--- config.mk ---
export PLATFORM = sky130hd
export DESIGN_NAME = matrix_address_decode_boot_remap
export DESIGN_NICKNAME = d
export VERILOG_FILES = /design/src/verilog/addr_map_pkg.sv /design/src/verilog/matrix_address_decode_boot_remap.sv /design/src/verilog/route_stage.sv
export VERILOG_INCLUDE_DIRS = /design/src /design/src/verilog
export SDC_FILE = /design/constraint.sdc
export NUM_CORES = 1
export LEC_CHECK = 0
export ABC_AREA = 1
export ABC_CLOCK_PERIOD_IN_PS = 1900
export BUFFER_PORTS_ARGS = -buffer_cell sky130_fd_sc_hd__buf_2
export CAP_MARGIN = 20
export CORE_AREA = 2 2 200 202
export DETAILED_ROUTE_END_ITERATION = 10
export DIE_AREA = 0 0 202 204
export PLACE_DENSITY_LB_ADDON = 0.1
export REMOVE_ABC_BUFFERS = 1
export SKIP_LAST_GASP = 1
export SLEW_MARGIN = 25
export SYNTH_ARGS = -nofsm -noshare
export SYNTH_HDL_FRONTEND = slang
export SYNTH_HIERARCHICAL = 1
export SYNTH_SLANG_ARGS = --single-unit
--- constraint.sdc ---
create_clock -name CLK -period 1.9 [get_ports CLK]
set_input_delay 0.19 -clock CLK [delete_from_list [all_inputs] [get_ports CLK]]
set_output_delay 0.19 -clock CLK [all_outputs]
set_load 0.02 [all_outputs]
--- src/verilog/addr_map_regs.svh ---
// address map constants for the matrix first-level decoder
`ifndef ADDR_MAP_REGS_SVH
`define ADDR_MAP_REGS_SVH

// bank split: sixteen banks of 256 Mbytes, picked by addr[31:28]
`define BANK_MSB            31
`define BANK_LSB            28
`define BANK_W              4
`define BANK_INTERNAL       4'h0
`define BANK_EXT_FIRST      4'h1
`define BANK_EXT_LAST       4'h7
`define BANK_PERIPH         4'hf

// second level inside bank 0: 1-Mbyte regions, picked by addr[27:20]
`define REGION_MSB          27
`define REGION_LSB          20
`define REGION_W            8
`define REGION_BOOT         8'h00
`define REGION_ROM          8'h01
`define REGION_RAM0         8'h02
`define REGION_RAM1         8'h03
`define REGION_USB_HOST     8'h05

// fixed base addresses of the internal blocks
`define BASE_BOOT           32'h0000_0000
`define BOOT_REGION_TOP     32'h000f_ffff
`define BASE_ROM            32'h0010_0000
`define BASE_RAM0           32'h0020_0000
`define BASE_RAM1           32'h0030_0000
`define BASE_USB_HOST       32'h0050_0000

// offset inside a bank
`define OFFSET_W            28

// external chip selects
`define EXT_CS_W            8
`define EXT_CS_IDX_W        3
`define EXT_CS_BOOT         3'h0
`define EXT_CS_NONE_N       8'hff

// static memory controller defaults for external boot
`define SMC_BYTE_SELECT     1'b1
`define SMC_WIDTH_16        2'h1
`define SMC_STROBE_BY_CS    1'b1

// sampled boot level meaning
`define BOOT_LEVEL_ROM      1'b1

`endif

--- src/verilog/addr_map_pkg.sv ---
// types shared by the matrix address decoder files
package addr_map_pkg;

    typedef enum logic [2:0] {
        TGT_NONE,
        TGT_ROM,
        TGT_RAM0,
        TGT_RAM1,
        TGT_USB_HOST,
        TGT_EXTERNAL,
        TGT_PERIPH
    } target_t;

    typedef enum logic [1:0] {
        BOOT_FROM_ROM,
        BOOT_FROM_EXTERNAL,
        BOOT_FROM_RAM
    } boot_src_t;

    typedef struct packed {
        logic        valid;
        logic [31:0] addr;
    } req_t;

    typedef struct packed {
        logic        valid;
        logic        abort;
        target_t     target;
        logic [2:0]  cs_index;
        logic [27:0] offset;
    } route_t;

    typedef struct packed {
        logic       byte_select;
        logic [1:0] bus_width;
        logic       strobe_by_cs;
    } smc_cfg_t;

endpackage : addr_map_pkg

--- src/verilog/matrix_address_decode_boot_remap.sv ---
// first-level address decoder of the bus matrix with boot select and remap
`timescale 1ns/1ps
`include "addr_map_regs.svh"

// Behaviour
// - sixteen 256-Mbyte banks chosen by the top four address bits
// - banks 1 to 7 go external, chip selects 0 upward in order
// - bank 0 holds internal memories, decoded in 1-Mbyte regions
// - bank 15 goes to the peripheral bridge
// - access to unassigned areas answers with abort
// - every master has its own decoder, identical outside the zero region
// - processor masters see boot ROM, external boot or RAM at zero
// - ROM, both RAMs and USB host stay at fixed bases
// - boot memory is present at zero from the first access
// - remap set puts first RAM at zero and ignores boot pin
// - boot pin sampled at reset picks the zero-region memory
// - boot level 1 with remap clear maps ROM at zero
// - boot level 0 with remap clear maps chip select 0 at zero
// - external boot gives byte select, 16-bit bus, strobes by select
// - blocks outside remap stay reachable at their bases
// - external chip selects 0 to 6 each own a 256-Mbyte window
module matrix_address_decode_boot_remap #(
    parameter int                     NUM_MASTERS  = 6,
    parameter logic [NUM_MASTERS-1:0] BOOT_MASTERS = 6'h03
) (
    // clock, reset, enable
    input  wire logic                                      CLK,
    input  wire logic                                      SYS_RST,
    input  wire logic                                      CE,
    // boot strap and remap control
    input  wire logic                                      BOOT_SELECT_PIN,
    input  wire logic                                      REMAP_SET,
    input  wire logic                                      REMAP_CLEAR,
    // master requests
    input  wire addr_map_pkg::req_t [NUM_MASTERS-1:0]      M_REQ,
    // per-master routing answers
    output addr_map_pkg::route_t [NUM_MASTERS-1:0]         M_ROUTE,
    output logic [NUM_MASTERS-1:0][`EXT_CS_W-1:0]          EXTERNAL_CHIP_SELECT_N,
    output logic [NUM_MASTERS-1:0]                         M_ABORT,
    // boot and remap status
    output logic                                           REMAP_ACTIVE,
    output addr_map_pkg::boot_src_t                        BOOT_SOURCE,
    output addr_map_pkg::smc_cfg_t                         SMC_BOOT_CFG,
    // last aborted access
    output logic [31:0]                                    ABORT_ADDR,
    output logic [3:0]                                     ABORT_MASTER
);
    import addr_map_pkg::*;

    // the decoder has only four bits of master number to report
    generate
        if (NUM_MASTERS < 1 || NUM_MASTERS > 16) begin : g_bad_masters
            $error("NUM_MASTERS must lie between 1 and 16");
        end
    endgenerate

    typedef enum {
        ST_BOOT,
        ST_REMAPPED
    } state_t;

    state_t    state_reg;
    state_t    state_next;
    logic      boot_level_reg;
    boot_src_t boot_src_reg;
    boot_src_t boot_src_next;
    smc_cfg_t  smc_cfg_reg;
    smc_cfg_t  smc_cfg_next;
    logic [31:0] abort_addr_reg;
    logic [3:0]  abort_master_reg;

    route_t [NUM_MASTERS-1:0] route_next;
    route_t [NUM_MASTERS-1:0] route_reg;

    // decode one address; the zero region only remaps for boot masters
    function automatic route_t decode_addr(
        input logic [31:0] addr,
        input logic        req_valid,
        input logic        boot_master,
        input boot_src_t   boot_src
    );
        route_t                  r;
        logic [`BANK_W-1:0]      bank;
        logic [`REGION_W-1:0]    region;
        r        = '0;
        bank     = addr[`BANK_MSB:`BANK_LSB];
        region   = addr[`REGION_MSB:`REGION_LSB];
        r.valid  = req_valid;
        r.offset = addr[`OFFSET_W-1:0];
        r.target = TGT_NONE;
        if (bank == `BANK_INTERNAL) begin
            // second level decode, 1-Mbyte per region
            case (region)
                `REGION_BOOT: begin
                    if (!boot_master) begin
                        r.target = TGT_NONE;
                    end else begin
                        case (boot_src)
                            BOOT_FROM_RAM: begin
                                r.target = TGT_RAM0;
                            end
                            BOOT_FROM_ROM: begin
                                r.target = TGT_ROM;
                            end
                            BOOT_FROM_EXTERNAL: begin
                                r.target   = TGT_EXTERNAL;
                                r.cs_index = `EXT_CS_BOOT;
                            end
                            default: begin
                                r.target = TGT_NONE;
                            end
                        endcase
                    end
                end
                // fixed bases, untouched by remap or boot level
                `REGION_ROM: begin
                    r.target = TGT_ROM;
                end
                `REGION_RAM0: begin
                    r.target = TGT_RAM0;
                end
                `REGION_RAM1: begin
                    r.target = TGT_RAM1;
                end
                `REGION_USB_HOST: begin
                    r.target = TGT_USB_HOST;
                end
                default: begin
                    r.target = TGT_NONE;
                end
            endcase
        end else if (bank >= `BANK_EXT_FIRST && bank <= `BANK_EXT_LAST) begin
            // whole bank is the window of one select
            r.target   = TGT_EXTERNAL;
            r.cs_index = `EXT_CS_IDX_W'(bank - `BANK_EXT_FIRST);
        end else if (bank == `BANK_PERIPH) begin
            r.target = TGT_PERIPH;
        end else begin
            r.target = TGT_NONE;
        end
        r.abort = req_valid && (r.target == TGT_NONE);
        if (!req_valid) begin
            r.target = TGT_NONE;
        end
        return r;
    endfunction : decode_addr

    // boot strap: the pin is caught on each reset cycle, held afterwards
    always_ff @(posedge CLK) begin
        if (SYS_RST) begin
            boot_level_reg <= BOOT_SELECT_PIN;
        end
    end

    // remap control; set wins over clear in the same cycle
    always_comb begin
        state_next = state_reg;
        case (state_reg)
            ST_BOOT: begin
                if (REMAP_SET) begin
                    state_next = ST_REMAPPED;
                end
            end
            ST_REMAPPED: begin
                if (REMAP_CLEAR && !REMAP_SET) begin
                    state_next = ST_BOOT;
                end
            end
            default: begin
                state_next = ST_BOOT;
            end
        endcase
    end

    always_ff @(posedge CLK) begin
        if (SYS_RST) begin
            state_reg <= ST_BOOT;
        end else if (CE) begin
            state_reg <= state_next;
        end
    end

    // zero-region owner; while in reset the pin is used directly so the
    // first fetch after release already sees the strapped memory
    always_comb begin
        if (SYS_RST) begin
            boot_src_next = (BOOT_SELECT_PIN == `BOOT_LEVEL_ROM) ?
                            BOOT_FROM_ROM : BOOT_FROM_EXTERNAL;
        end else if (state_next == ST_REMAPPED) begin
            boot_src_next = BOOT_FROM_RAM;
        end else if (boot_level_reg == `BOOT_LEVEL_ROM) begin
            boot_src_next = BOOT_FROM_ROM;
        end else begin
            boot_src_next = BOOT_FROM_EXTERNAL;
        end
    end

    always_ff @(posedge CLK) begin
        if (SYS_RST || CE) begin
            boot_src_reg <= boot_src_next;
        end
    end

    // static controller defaults that let an external 16-bit part boot;
    // software reprograms the controller itself later
    always_comb begin
        smc_cfg_next              = '0;
        smc_cfg_next.byte_select  = `SMC_BYTE_SELECT;
        smc_cfg_next.bus_width    = `SMC_WIDTH_16;
        smc_cfg_next.strobe_by_cs = `SMC_STROBE_BY_CS;
    end

    always_ff @(posedge CLK) begin
        if (SYS_RST) begin
            smc_cfg_reg <= smc_cfg_next;
        end
    end

    // one decoder and output stage per master; decoders differ only by BOOT_MASTERS
    genvar m;
    generate
        for (m = 0; m < NUM_MASTERS; m++) begin : g_master
            always_comb begin
                route_next[m] = decode_addr(M_REQ[m].addr, M_REQ[m].valid,
                                            BOOT_MASTERS[m], boot_src_reg);
            end

            route_stage u_route_stage (
                .clk        (CLK),
                .rst        (SYS_RST),
                .ce         (CE),
                .route_next (route_next[m]),
                .route_reg  (route_reg[m]),
                .cs_n_reg   (EXTERNAL_CHIP_SELECT_N[m])
            );

            assign M_ABORT[m] = route_reg[m].abort;
        end
    endgenerate

    assign M_ROUTE = route_reg;

    // capture the last aborted access; lowest master wins a tie, which
    // loses the others but keeps the capture cheap
    always_ff @(posedge CLK) begin
        if (SYS_RST) begin
            abort_addr_reg   <= '0;
            abort_master_reg <= '0;
        end else if (CE) begin
            for (int i = NUM_MASTERS - 1; i >= 0; i--) begin
                if (route_next[i].abort) begin
                    abort_addr_reg   <= M_REQ[i].addr;
                    abort_master_reg <= 4'(i);
                end
            end
        end
    end

    assign ABORT_ADDR   = abort_addr_reg;
    assign ABORT_MASTER = abort_master_reg;

    assign REMAP_ACTIVE = (state_reg == ST_REMAPPED);
    assign BOOT_SOURCE  = boot_src_reg;
    assign SMC_BOOT_CFG = smc_cfg_reg;

endmodule : matrix_address_decode_boot_remap

--- src/verilog/route_stage.sv ---
// output register stage holding one master's routing answer
`timescale 1ns/1ps
`include "addr_map_regs.svh"

module route_stage (
    // clock, reset and enable
    input  wire logic                 clk,
    input  wire logic                 rst,
    input  wire logic                 ce,
    // decoded answer for this cycle
    input  wire addr_map_pkg::route_t route_next,
    // registered answer
    output addr_map_pkg::route_t      route_reg,
    output logic [`EXT_CS_W-1:0]      cs_n_reg
);
    import addr_map_pkg::*;

    logic [`EXT_CS_W-1:0] cs_n_next;

    always_comb begin
        cs_n_next = `EXT_CS_NONE_N;
        if (route_next.valid && route_next.target == TGT_EXTERNAL) begin
            cs_n_next[route_next.cs_index] = 1'b0;
        end
    end

    // answer stands until the next enabled cycle; idle cycles clear its valid, abort and target
    always_ff @(posedge clk) begin
        if (rst) begin
            route_reg <= '0;
        end else if (ce) begin
            route_reg <= route_next;
        end
    end

    always_ff @(posedge clk) begin
        if (rst) begin
            cs_n_reg <= `EXT_CS_NONE_N;
        end else if (ce) begin
            cs_n_reg <= cs_n_next;
        end
    end

endmodule : route_stage
Yosys cells after proc, flatten, opt, wreduce, memory -nomap -nowiden
Cells that the tools add are included.
{"block": "word_totals", "inputBits": 204, "output_inout_bits": 313, "ff_bits": 335}
{"block": "op_classes", "n_reduce_logical": 45, "magnitude_cmp": 24, "muxes": 74, "n_addsub": 6, "bitwise_logic": 6, "eq_ne": 41}
{"cell": "2-to-1 mux 32 bit", "count": 8}
{"cell": "equality test 8 x 2 -> 1 bit (second input constant)", "count": 12}
{"cell": "2-to-1 mux 3 bit", "count": 24}
{"cell": "equality test 32 x 2 -> 1 bit (second input constant)", "count": 2}
{"cell": "case mux 32 bit (2 select lines)", "count": 1}
{"cell": "equality test 8 x 1 -> 1 bit (second input constant)", "count": 6}
{"cell": "equality test 8 x 3 -> 1 bit (second input constant)", "count": 6}
{"cell": "2-to-1 mux 8 bit", "count": 6}
{"cell": "inverter 8 bit", "count": 6}
{"cell": "case mux 3 bit (4 select lines)", "count": 4}
{"cell": "2-to-1 mux 6 bit", "count": 6}
{"cell": "equality test 32 x 1 -> 1 bit (second input constant)", "count": 1}
{"cell": "zero test 32 bit", "count": 1}
{"cell": "case mux 3 bit (5 select lines)", "count": 2}
{"cell": "logical AND 1 bit", "count": 25}
{"cell": "equality test 4 bit (second input constant)", "count": 6}
{"cell": ">= comparator 4 x 1 -> 1 bit (second input constant)", "count": 6}
{"cell": "<= comparator 4 x 3 -> 1 bit (second input constant)", "count": 6}
{"cell": "zero test 4 bit", "count": 6}
{"cell": "< comparator 3 x 4 -> 1 bit (second input constant)", "count": 6}
{"cell": "2-to-1 mux 4 bit", "count": 6}
{"cell": "demux 1 bit (select 3 bit)", "count": 6}
{"cell": "equality test 3 bit (second input constant)", "count": 6}
{"cell": ">= comparator 3 x 1 -> 1 bit (second input constant)", "count": 6}
{"cell": "other kinds (13)", "count": 32}

Longest topological paths before layout
Gate-level depths: netlist of run 1.
{"block": "logic_depth", "depth_word": 12, "mapped_depth": 17, "depth_no_buf": 16}

Cells and area by module
Netlist of run 1, hierarchy kept.
{"module": "route_stage", "seq_area_each_um2": 880.8, "n_inst": 6, "cells_per_inst": 214, "area_each_um2": 1612.8}
{"module": "matrix_address_decode_boot_remap", "seq_area_each_um2": 1431.4, "n_inst": 1, "cells_per_inst": 1093, "area_each_um2": 6154.7}

Worst setup path before layout of run 1
Ideal clock, no wire load.
{"block": "synth_path", "kind": "register to register", "startpoint": "register state_reg[17]", "endpoint": "register boot_src_reg[1], in the netlist BOOT_SOURCE[1], data pin", "required_time_ns": 1.753, "n_path_buf": 0, "setup_time_ns": 0.147, "setup_slack_ns": 0.032, "synth_period_minus_slack_ns": 1.868, "path_stages_with_launch": 8, "arrival_time_ns": 1.721, "cell_sequence": "dfxtp_1 -> inv_1 -> nand2_1 -> nor4_1 -> nand3_1 -> nor4_1 -> nand2_1 -> a21oi_1"}
{"block": "synth_between", "elab_chain_cells": 5}
{"item": "from (decl)", "line": "matrix_address_decode_boot_remap.sv:62", "source": "state_t state_reg;"}
{"item": "from (signal assigned)", "line": "matrix_address_decode_boot_remap.sv:179", "source": "state_reg <= state_next;"}
{"item": "equality test 32 x 1 -> 1 bit (tied with other cells)", "line": "matrix_address_decode_boot_remap.sv:158", "source": "case (state_reg)"}
{"item": "case mux 32 bit (2 select lines) *", "line": "matrix_address_decode_boot_remap.sv:158"}
{"item": "equality test 32 x 2 -> 1 bit *", "line": "matrix_address_decode_boot_remap.sv:189", "source": "end else if (state_next == ST_REMAPPED) begin"}
{"item": "2-to-1 mux 2 bit *", "line": "matrix_address_decode_boot_remap.sv:189"}
{"item": "2-to-1 mux 2 bit *", "line": "matrix_address_decode_boot_remap.sv:186", "source": "if (SYS_RST) begin"}
{"item": "to (signal assigned)", "line": "matrix_address_decode_boot_remap.sv:200", "source": "boot_src_reg <= boot_src_next;"}
{"item": "to (decl)", "line": "matrix_address_decode_boot_remap.sv:65", "source": "boot_src_t boot_src_reg;"}
Mark *: on every way between the ends. The rest lies on a longest branch, timed or not.
A chain may end at the register's enable or synchronous reset.

Final worst setup path of run 1
{"block": "layout_path", "startpoint": "register boot_src_reg[1], in the netlist BOOT_SOURCE[1]", "endpoint": "register abort_addr_reg[9], in the netlist ABORT_ADDR[9]"}
{"block": "layout_between", "elab_chain_cells": 8}
{"item": "equality test 2 x 1 -> 1 bit (tied with other cells)", "line": "matrix_address_decode_boot_remap.sv:98", "source": "case (boot_src)"}
{"item": "case mux 3 bit (3 select lines) *", "line": "matrix_address_decode_boot_remap.sv:98"}
{"item": "case mux 3 bit (5 select lines)", "line": "matrix_address_decode_boot_remap.sv:93", "source": "case (region)"}
{"item": "2-to-1 mux 6 bit", "line": "matrix_address_decode_boot_remap.sv:91", "source": "if (bank == `BANK_INTERNAL) begin"}
{"item": "zero test 3 bit", "line": "matrix_address_decode_boot_remap.sv:141", "source": "r.abort = req_valid && (r.target == TGT_NONE);"}
{"item": "logical AND 1 bit", "line": "matrix_address_decode_boot_remap.sv:141"}
{"item": "nonzero test 6 bit (no line) / 2-to-1 mux 32 bit (equally long branches)"}
{"item": "AND reduction 2 bit (no line) / 2-to-1 mux 32 bit (equally long branches)"}
{"item": "to (signal assigned)", "line": "matrix_address_decode_boot_remap.sv:252", "source": "abort_addr_reg <= M_REQ[i].addr;"}
{"item": "to (decl)", "line": "matrix_address_decode_boot_remap.sv:69", "source": "logic [31:0] abort_addr_reg;"}
Marks and branches as above.

==> summary.txt, run 1 <==
Reg2reg setup slack: -220 ps
Final nets: 3372
Worst reg-to-reg path cell count: 15
Placed cell area: 19900 um2
Post-synthesis sequential area ratio: 42.4%
Final setup vio count: 36
TritonCTS clock tree: built
Number of port buffers: 511
Initial antenna violation count: 11
Residual DRC count: 0
DR vias/cell: 4.96
GP Congestion: 0.897
# IOs: 517
TNS Setup: -6150 ps
R2r startpoint: BOOT_SOURCE[1]$_SDFFCE_PP0P_
Critical Path Fanout Max: 5
YS warnings: 6
Final Cycle Share: 112%
Class of the worst hold path: input pin to register
Number of max-cap violations: 0
Power Total: 19.2 mW
Vias: 18372
Pwr Density: 824 nW/um2
Slew headroom: 61.0%
Crit path required time: 2350 ps
Setup crit start kind: register
Pins Over Slew Limit: 0
Worst-path clk slew: 60 ps
Hold Crit Depth: 2
First-pass GRT wire length: 98500 um
DRT Pass-1 Iters: 5
Post-Layout Cell Count: 3705
Failing checks: setup timing
Core area: 39200 um2
FF+latch count, synth: 334
Core Rows: 73
Pin count of the biggest net entering global routing: 92
Final HPWL DP: 48100 um
Unique cell type count in the Yosys netlist: 40
Worst Hold End: g_master[2].u_route_stage/route_reg[20]$_SDFFE_PP0P_
HP Start: SYS_RST
Fmax: 472 MHz
Clk Latency, worst-skew pair: 550 ps
Overall routing resource usage: 30.7%
Remaining antenna violation count after routing: 0
Filler cells: 3709
Core Util, Final: 59.6%
Syn_area_per_cell: 6.66 um2
Worst setup EP type: register
Die X: 202 um
Gate Count Post-Synth: 2377
Critical Path AT: 2570 ps
Die ar.: 41200 um2
Vias in the first global route: 17735
Final hold violation count: 0
Status: finished, violations left
Largest register FFs: 216
CTS root buf: clkbuf_16
CTS Sinks: 334
Worst Max-Slew Pin Slew: 585 ps
H-tree depth: 2
Share of cells above drive strength 1: 29.0%
Initial Utilization: 40.4%
Setup Skew: 6.06 ps
Die H: 204 um
Setup ws final: -219 ps
Final Instance Area: 23300 um2
Synthesized area: 15800 um2
GR Overflow Total: 0
P_leak: 11.4 nW
Initial DRC Count: 1012
CTS Buf Count: 38
Total wire length: 65500 um
Area Overhead vs Synth: 47.5%
Worst setup path class: register to register
RR Endpoint: ABORT_ADDR[9]$_SDFFE_PP0P_
DP Cell Count: 3465
Final min period: 2120 ps
CTS Buffer Depth: 3
Maximum vdd drop: 796 uV
RSZ-0062 raised after global routing: true
WL per Instance: 17.7 um
-- cell families (layout without fill, tap and decap cells) --
logic type | after synthesis | after routing | share of synthesized area, %
simple gates | 1362 | 1362 | 34.8
compound gates | 356 | 356 | 11.9
flops | 334 | 334 | 42.4
buf+inv | 298 | 1091 | 8.91
fa+ha+maj | 22 | 22 | 1.74
xor+xnor | 3 | 3 | 0.166
other cells | 2 | 12 | 0.0474
-- critical path, cell delays in order, from the launching register on --
cell      delay, ps
edfxtp_1        470
nand3_2         100
nand2_2          70
nand3_2          80
nand2_1          60
nor2_1          100
nand2_1          90
nor2_4          190
buf_6           130
nor2_4           30
nand3_4         140
buf_4           140
buf_8           130
nand3_1          80
nor2_1          130
nor2_1           60
-- synth_stat cells, drive strengths merged --
| cell type | n | area share, % |
|---|---|---|
| a211oi | 24 | 1.1 |
| a21oi | 301 | 9.8 |
| buf | 112 | 4.5 |
| clkbuf | 33 | 0.79 |
| clkinv | 1 | 0.024 |
| conb | 2 | 0.047 |
| dfxtp | 331 | 42 |
| edfxtp | 3 | 0.57 |
| ha | 22 | 1.7 |
| inv | 152 | 3.6 |
| nand2 | 898 | 22 |
| nand3 | 113 | 3.8 |
| nand3b | 2 | 0.095 |
| nand4 | 10 | 0.40 |
| nor2 | 297 | 7.5 |
| nor3 | 21 | 0.66 |
| nor3b | 2 | 0.095 |
| nor4 | 5 | 0.20 |
| o211ai | 1 | 0.047 |
| o21a | 1 | 0.047 |
| o21ai | 27 | 0.85 |
| o21bai | 1 | 0.047 |
| o22ai | 1 | 0.040 |
| or2 | 14 | 0.55 |
| xnor2 | 3 | 0.17 |
-- worst max-delay path by stage --
stage               slack (ps)                          from                            to  cells after the start
CTS                       -200    state_reg[23]$_SDFFE_PP0P_                  REMAP_ACTIVE                      6
finish                    -220  BOOT_SOURCE[1]$_SDFFCE_PP0P_    ABORT_ADDR[9]$_SDFFE_PP0P_                     15
floorplan                -1120                     M_REQ[95]  ABORT_MASTER[0]$_SDFFE_PP0P_                     15
global placement          -400                    M_REQ[160]   ABORT_ADDR[26]$_SDFFE_PP0P_                     16
global route              -320      BOOT_SOURCE[0]$_DFFE_PP_  ABORT_MASTER[0]$_SDFFE_PP0P_                     17
detailed placement        -440                     M_REQ[61]   ABORT_ADDR[29]$_SDFFE_PP0P_                     17
-- cells in the final DEF (no fill, tap or decap), types with 11 or more instances in the layout --
master	netlist	routed
nor2_1	287	267
buf_4	24	182
nand2_1	890	860
dlygate4sd3_1	0	144
a211oi_1	24	24
or2_2	14	14
nand2_2	6	30
inv_1	144	142
o21ai_0	25	19
ha_1	22	22
a21oi_1	290	287
nand3_1	108	88
buf_2	68	508
clkbuf_1	32	11
nor2_4	8	12
dfxtp_1	331	331
nand3_2	4	19
nor3_1	21	21
a21oi_2	11	14
buf_12	0	20
clkbuf_16	0	41
nor2_2	2	18
-- what timing repair did --
item,4_1_cts,5_1_grt
cloned,8,3
setup buffers,12,5
hold endpoints to repair,152,0
setup endpoints to repair,35,54
resized for setup,76,61
hold buffers,144,0
pin swaps,27,36
-- metal layers --
layer  global-route usage, %  routed length (um)
met3                    6.39                4710
met5                       0                  48
met2                    54.1               32100
met4                    14.9                2960
met1                    35.4               25700
-- stage by stage --
step / setup slack (ps) / hold slack (ps)
after floorplan: -1120 / 259
after global placement: -405 / 393
after detailed placement: -445 / 397
after CTS: -205 / 0.299
after global routing: -320 / 20.6
final: -219 / 23.2
-- power by group --
group	total [mW]	internal, mW	switching [mW]
logic	4.38	1.72	2.66
clock network	7.23	4.18	3.05
registers	7.63	7.41	0.216
total	19.2	13.3	5.93
-- cell type report --
class | count | area, um2 | area share [%]
inverter | 153 | 592 | 2.54
sequential | 334 | 6720 | 28.8
clock buffer | 54 | 1060 | 4.55
clock inverter | 13 | 144 | 0.616
tap | 525 | 657 | 2.81
multi-input combinational | 1748 | 8090 | 34.7
antenna | 7 | 17.5 | 0.0750
timing repair buffer | 871 | 6070 | 26.0
Note: power is estimated with default switching activity, not from simulation.
==> inputs of run 2 (changes only) <==
ABC_AREA = default   (was 1)
CORE_AREA = 2 2 202 204   (was 2 2 200 202)
DIE_AREA = 0 0 204 206   (was 0 0 202 204)
==> run 2 against run 1 <==
The flow still finishes with violations (setup timing); wire length fell by 9.8%; flip-flop and latch count stayed put; total power is essentially flat; first-iteration DRC count down 22%; count of clock-buffer cells in the layout grew 9; sequential power is 1% lower; synthesized cell count decreased by 34%; sequential share of layout area barely moved; core utilization fell by 1.5 points; clock power is 7.5% higher; combinational power decreased by 11%; register-to-register slack got worse by 450 ps; largest cell class unchanged.
==> summary.txt, run 2 <==
# IOs: 517 (unchanged)
Worst setup EP type: register
Setup Skew: 9.18 ps (+3.11 ps)
Mux share of post-synthesis cell area: 15.8% (+16 points)
Final Cycle Share: 135% (+23 points)
Vias in the first global route: 14691 (-17%)
WL per Instance: 19.8 um (+12%)
Worst reg-to-reg path cell count: 8 (-7)
Setup ws final: -666 ps (-446 ps)
Multi-input gate area: 8180 um2 (+1.1%)
Die X: 204 um (+0.99%)
Fmax: 390 MHz (-17%)
Remaining antenna violation count after routing: 0 (unchanged)
Hold Crit Depth: 4 (+2)
Crit path required time: 2380 ps (+30 ps)
Commonest non-fill, non-tap cell in the layout: buf_2
Worst Hold End: g_master[2].u_route_stage/route_reg[22]$_SDFFE_PP0P_
CTS Sinks: 334 (unchanged)
Core area: 40200 um2 (+2.6%)
First-pass GRT wire length: 85900 um (-13%)
Maximum vdd drop: 643 uV (-19%)
Class of the worst hold path: input pin to register
Number of max-cap violations: 0 (unchanged)
Placed cell area: 19600 um2 (-1.3%)
Status: finished, violations left
Final Instance Area: 23300 um2 (about the same)
EDFF count, synth: 3 (unchanged)
Filler cells: 3638 (-1.9%)
Pins Over Slew Limit: 0 (unchanged)
P_leak: 11.2 nW (-1.8%)
Register Area: 6720 um2 (about the same)
GP Congestion: 0.843 (-6.1%)
Gate Count Post-Synth: 1573 (-34%)
Worst setup path class: register to register
Share of async-settable or async-resettable flops after synthesis: 0% (unchanged)
GR Overflow Total: 0 (unchanged)
Initial Utilization: 37.8% (-2.6 points)
Top FF cell, synth: dfxtp_1
Synthesized area: 15200 um2 (-4.0%)
Setup crit start kind: register
Reg2reg setup slack: -670 ps (-450 ps)
Die H: 206 um (+0.98%)
Most frequent cells in the layout: buf_2, dfxtp_1, nor2_1
Initial antenna violation count: 15 (+4)
RR Endpoint: ABORT_ADDR[2]$_SDFFE_PP0P_
Share of cells above drive strength 1: 39.9% (+11 points)
Final min period: 2570 ps (+446 ps)
Syn_area_per_cell: 9.67 um2 (+45%)
Core Rows: 74 (+1.4%)
Overall routing resource usage: 26.6% (-4.1 points)
Initial DRC Count: 791 (-22%)
Final nets: 2645 (-22%)
Number of port buffers: 511 (unchanged)
Pin count of the biggest net entering global routing: 77 (-16%)
CTS Buf Count: 40 (+5.3%)
Area leader, netlist: dfxtp_1
Worst Max-Slew Pin Slew: 902 ps (+317 ps)
H-tree depth: 2 (unchanged)
CTS root buf: clkbuf_16
Worst-path clk slew: 60 ps (about the same)
XOR/XNOR share of the synthesized area: 0.230% (+0.064 points)
Die ar.: 42000 um2 (+2.0%)
Top cell type's share of synthesized area: 43.6% (+1.7 points)
Final hold violation count: 0 (unchanged)
Top cells by area in the synthesized netlist: dfxtp_1, mux2i_1, nor2_1
YS warnings: 6 (unchanged)
Unique cell type count in the Yosys netlist: 68 (+70%)
RSZ-0062 raised after global routing: true
CTS Buffer Depth: 3 (unchanged)
Synth Area in Compound Gates: 13.1% (+1.1 points)
Post-synthesis sequential area ratio: 44.2% (+1.7 points)
Critical Path AT: 3040 ps (+470 ps)
Final setup vio count: 69 (+92%)
FF+latch count, synth: 334 (unchanged)
TritonCTS clock tree: built
R2r startpoint: BOOT_SOURCE[1]$_SDFFCE_PP0P_
Vias: 15089 (-18%)
Final HPWL DP: 42700 um (-11%)
Largest register FFs: 216 (unchanged)
Area Overhead vs Synth: 53.5%
Pwr Density: 824 nW/um2 (about the same)
Simple-gate share of the synthesized area: 19.4% (-15 points)
Failing checks: setup timing
DR vias/cell: 5.05 (+1.8%)
Largest family of logic cells by synthesized area: simple AND/OR/NAND/NOR gates
Post-synth top cells: dfxtp_1, nor2_1, mux2i_1
Min Hold Slack: 23.1 ps (-0.0587 ps)
Total wire length: 59100 um (-9.8%)
Most frequent cell after synthesis: dfxtp_1
Clk Latency, worst-skew pair: 570 ps (+20 ps)
DRT Pass-1 Iters: 5 (unchanged)
Post-synthesis adder-cell area fraction: 1.81% (+0.072 points)
Residual DRC count: 0 (unchanged)
Critical Path Fanout Max: 14 (+9)
HP Start: M_REQ[88]
Slew headroom: 39.4% (-22 points)
run 2: stage by stage:
stage               setup TNS (ps)  power, mW  std cells  setup WS [ps]  utilization [%]
floorplan                  -107930       9.30       1459          -2820                -
global placement            -53690       11.1       2734           -861             48.9
detailed placement          -59170       11.1       2734           -935             48.9
CTS                         -27220       19.3       2967           -655             56.9
global route                -38440       20.0       2986           -777             58.1
finish                      -28120       19.2       2988           -666             58.1
run 2: logic make-up after synthesis:
kind of cell	Yosys count
compound gates	241
xor+xnor	4
fa+ha+maj	22
buf+inv	146
flops	334
mux	237
other cells	2
simple gates	587
run 2: area by class of cell:
| type | count | share of cell area (%) |
|---|---|---|
| diodes | 8 | 0.0858 |
| repair buffers | 918 | 27.1 |
| inverters | 29 | 0.466 |
| flip-flops and latches | 334 | 28.8 |
| clock inverters | 8 | 0.461 |
| well taps | 532 | 2.85 |
| multi-input cells | 1096 | 35.1 |
| clock buffers | 63 | 5.22 |
run 2: per-layer routing:
layer	track usage [%]	vias to the layer above	wire length, um
met4	12.4	14	2360
met2	43.9	467	27900
met3	6.34	131	4060
met5	0	-	87
met1	32.9	7219	24700
li1	-	7258	-
run 2: power breakdown:
group / internal, mW / switching (mW)
sequential: 7.36 / 0.186
combinational: 1.73 / 2.19
clock: 4.67 / 3.09
total: 13.8 / 5.47
run 2: worst max-delay path by stage:
stage | end | from | slack (ps)
4_1_cts | ABORT_MASTER[1]$_SDFFE_PP0P_ | BOOT_SOURCE[1]$_SDFFCE_PP0P_ | -650
2_1_floorplan | ABORT_ADDR[0]$_SDFFE_PP0P_ | M_REQ[128] | -2820
3_3_place_gp | ABORT_ADDR[31]$_SDFFE_PP0P_ | M_REQ[61] | -860
6_report | ABORT_ADDR[2]$_SDFFE_PP0P_ | BOOT_SOURCE[1]$_SDFFCE_PP0P_ | -670
3_5_place_dp | ABORT_ADDR[27]$_SDFFE_PP0P_ | M_REQ[95] | -930
5_1_grt | ABORT_ADDR[7]$_SDFFE_PP0P_ | BOOT_SOURCE[1]$_SDFFCE_PP0P_ | -780
run 2: critical path, cell delays in order, from the launching register on:
cell and delay (ps):
edfxtp_1 390, or4b_4 520, a2111oi_4 320, a211oi_2 80, nand2_2 120, inv_2 60, o41a_4 540, buf_12 200
a311oi_1 230
run 2: timing repair:
| item | CTS | global route |
|---|---|---|
| endpoints found under the setup margin | 65 | 108 |
| gates cloned | 1 | 6 |
| setup buffers | 8 | 8 |
| endpoints found under the hold margin | 180 | 0 |
| gates resized for setup | 50 | 63 |
| pin swaps | 24 | 21 |
| hold buffers | 154 | 0 |
==> inputs of run 3 (changes only) <==
ABC_CLOCK_PERIOD_IN_PS = 2400   (was 1900)
CORE_AREA = 2 2 204 206   (was 2 2 202 204)
DIE_AREA = 0 0 206 208   (was 0 0 204 206)
clock period = 2.4 ns   (was 1.9 ns; I/O delays follow)
==> run 3 against run 2 <==
The flow still finishes with violations (setup timing); first-iteration DRC count up 2.3%; design area down 5.6%; hold slack better by 9.0 ps; fmax up 2.2%; count of clock-buffer cells in the layout down 8; global-route usage down 1.1 points; sequential power down 21%; worst setup slack better by 560 ps; non-clock buffer count down 107; sequential share of layout area up 1.7 points; total power down 23%; largest cell class unchanged.
==> summary.txt, run 3 (same netlist as run 2, synthesis figures left out) <==
Setup crit start kind: register
WL per Instance: 20.0 um (+1.0%)
Final Cycle Share: 105% (-30 points)
Share of cells above drive strength 1: 36.5% (-3.3 points)
P_leak: 10.6 nW (-5.5%)
Core Rows: 74 (unchanged)
Worst setup EP type: register
# IOs: 517 (unchanged)
Final Instance Area: 22000 um2 (-5.6%)
GP Congestion: 0.869 (+3.1%)
Min Hold Slack: 32.1 ps (+9.00 ps)
DR vias/cell: 4.99 (-1.2%)
Final hold violation count: 0 (unchanged)
TNS Setup: -2590 ps (+25530 ps)
Crit path required time: 2870 ps (+490 ps)
Die ar.: 42800 um2 (+2.0%)
Pin count of the biggest net entering global routing: 82 (+6.5%)
CTS Buf Count: 39 (-2.5%)
Final setup vio count: 34 (-51%)
Class of the worst hold path: input pin to register
Critical Path AT: 2980 ps (-60 ps)
RSZ-0062 raised after global routing: true
DRT Pass-1 Iters: 7 (+2)
Area Overhead vs Synth: 44.9%
CTS root buf: clkbuf_16
Clk Latency, worst-skew pair: 550 ps (-20 ps)
Remaining antenna violation count after routing: 0 (unchanged)
Critical Path Fanout Max: 8 (-6)
Initial DRC Count: 809 (+2.3%)
Vias: 14355 (-4.9%)
Slew headroom: 58.4% (+19 points)
Die H: 208 um (+0.97%)
Failing checks: setup timing
Residual DRC count: 0 (unchanged)
CTS Buffer Depth: 3 (unchanged)
Number of port buffers: 511 (unchanged)
GR Overflow Total: 0 (unchanged)
Largest register FFs: 216 (unchanged)
Worst-path clk slew: 60 ps (about the same)
Final HPWL DP: 42000 um (-1.7%)
Setup Skew: 9.72 ps (+0.543 ps)
First-pass GRT wire length: 84400 um (-1.8%)
Initial Utilization: 37.5% (-0.35 points)
Worst setup path class: register to register
Pins Over Slew Limit: 0 (unchanged)
Setup ws final: -109 ps (+556 ps)
Pwr Density: 669 nW/um2 (-19%)
TritonCTS clock tree: built
Final nets: 2537 (-4.1%)
Initial antenna violation count: 11 (-4)
Worst Max-Slew Pin Slew: 622 ps (-279 ps)
Overall routing resource usage: 25.5% (-1.1 points)
Placed cell area: 19100 um2 (-2.6%)
Status: finished, violations left
Total wire length: 57500 um (-2.7%)
Vias in the first global route: 14193 (-3.4%)
Final min period: 2510 ps (-56.3 ps)
Filler cells: 3796 (+4.3%)
Most frequent cells in the layout: buf_2, dfxtp_1, nor2_1
CTS Sinks: 334 (unchanged)
Die X: 206 um (+0.98%)
Fmax: 399 MHz (+2.2%)
Maximum vdd drop: 587 uV (-8.8%)
H-tree depth: 2 (unchanged)
Number of max-cap violations: 0 (unchanged)
Core area: 40600 um2 (+0.92%)
Commonest non-fill, non-tap cell in the layout: buf_2
## run 3: report_power, final
group          internal (mW)  total, mW  switching (mW)
sequential              5.83       5.97           0.148
combinational           1.24       2.92            1.68
clock                   3.45       5.83            2.38
total                   10.5       14.7            4.21
## run 3: repair_timing
item | CTS | global route
endpoints found under the setup margin | 38 | 49
buffers inserted | 0 | 5
pin swaps | 2 | 9
endpoints found under the hold margin | 150 | 0
gates cloned | 1 | 2
resized for setup | 13 | 42
hold buffers | 129 | 0
## run 3: critical path, cell delays in order (launching register included)
cell       delay [ps]
edfxtp_1          380
or4b_4            520
a2111oi_4         310
a211oi_2           80
nand2_2           130
inv_2              70
o41a_4            450
buf_6             160
buf_12            140
a311oi_2          190
## run 3: through the flow
step	total power [mW]	cells	utilization, %	worst slack, ps
final	14.7	2877	54.3	-109
after CTS	14.8	2862	53.6	-171
after detailed placement	8.74	2665	47.2	-561
after global placement	8.70	2665	47.2	-539
after global routing	15.3	2874	54.3	-228
after floorplan	7.36	1459	-	-2370
## run 3: worst paths after layout
| path | from | end | slack [ps] | cells past startpoint |
|---|---|---|---|---|
| worst max-delay path | BOOT_SOURCE[1]$_SDFFCE_PP0P_ | ABORT_ADDR[20]$_SDFFE_PP0P_ | -110 | 9 |
| worst min register to register | state_reg[16]$_SDFFE_PP0P_ | state_reg[16]$_SDFFE_PP0P_ | 460 | 1 |
| worst min-delay path | M_REQ[56] | g_master[1].u_route_stage/route_reg[23]$_SDFFE_PP0P_ | 30 | 3 |
| worst max register to register | BOOT_SOURCE[1]$_SDFFCE_PP0P_ | ABORT_ADDR[20]$_SDFFE_PP0P_ | -110 | 9 |
## run 3: layout make-up
type	count	area [um2]	share of cell area, %
sequential	334	6720	30.5
multi-input combinational	1096	7880	35.8
timing repair buffer	811	5400	24.5
clock buffer	55	1120	5.07
clock inverter	12	121	0.551
tap	532	666	3.02
antenna	8	20.0	0.0909
inverter	29	109	0.494
## run 3: layer usage
metal / vias up / wire length, um / track usage (%)
met5: - / 53 / 0
met4: 8 / 2150 / 9.95
met3: 117 / 3870 / 6.86
met2: 430 / 26500 / 41.9
met1: 6760 / 24900 / 31.7
li1: 7040 / - / -
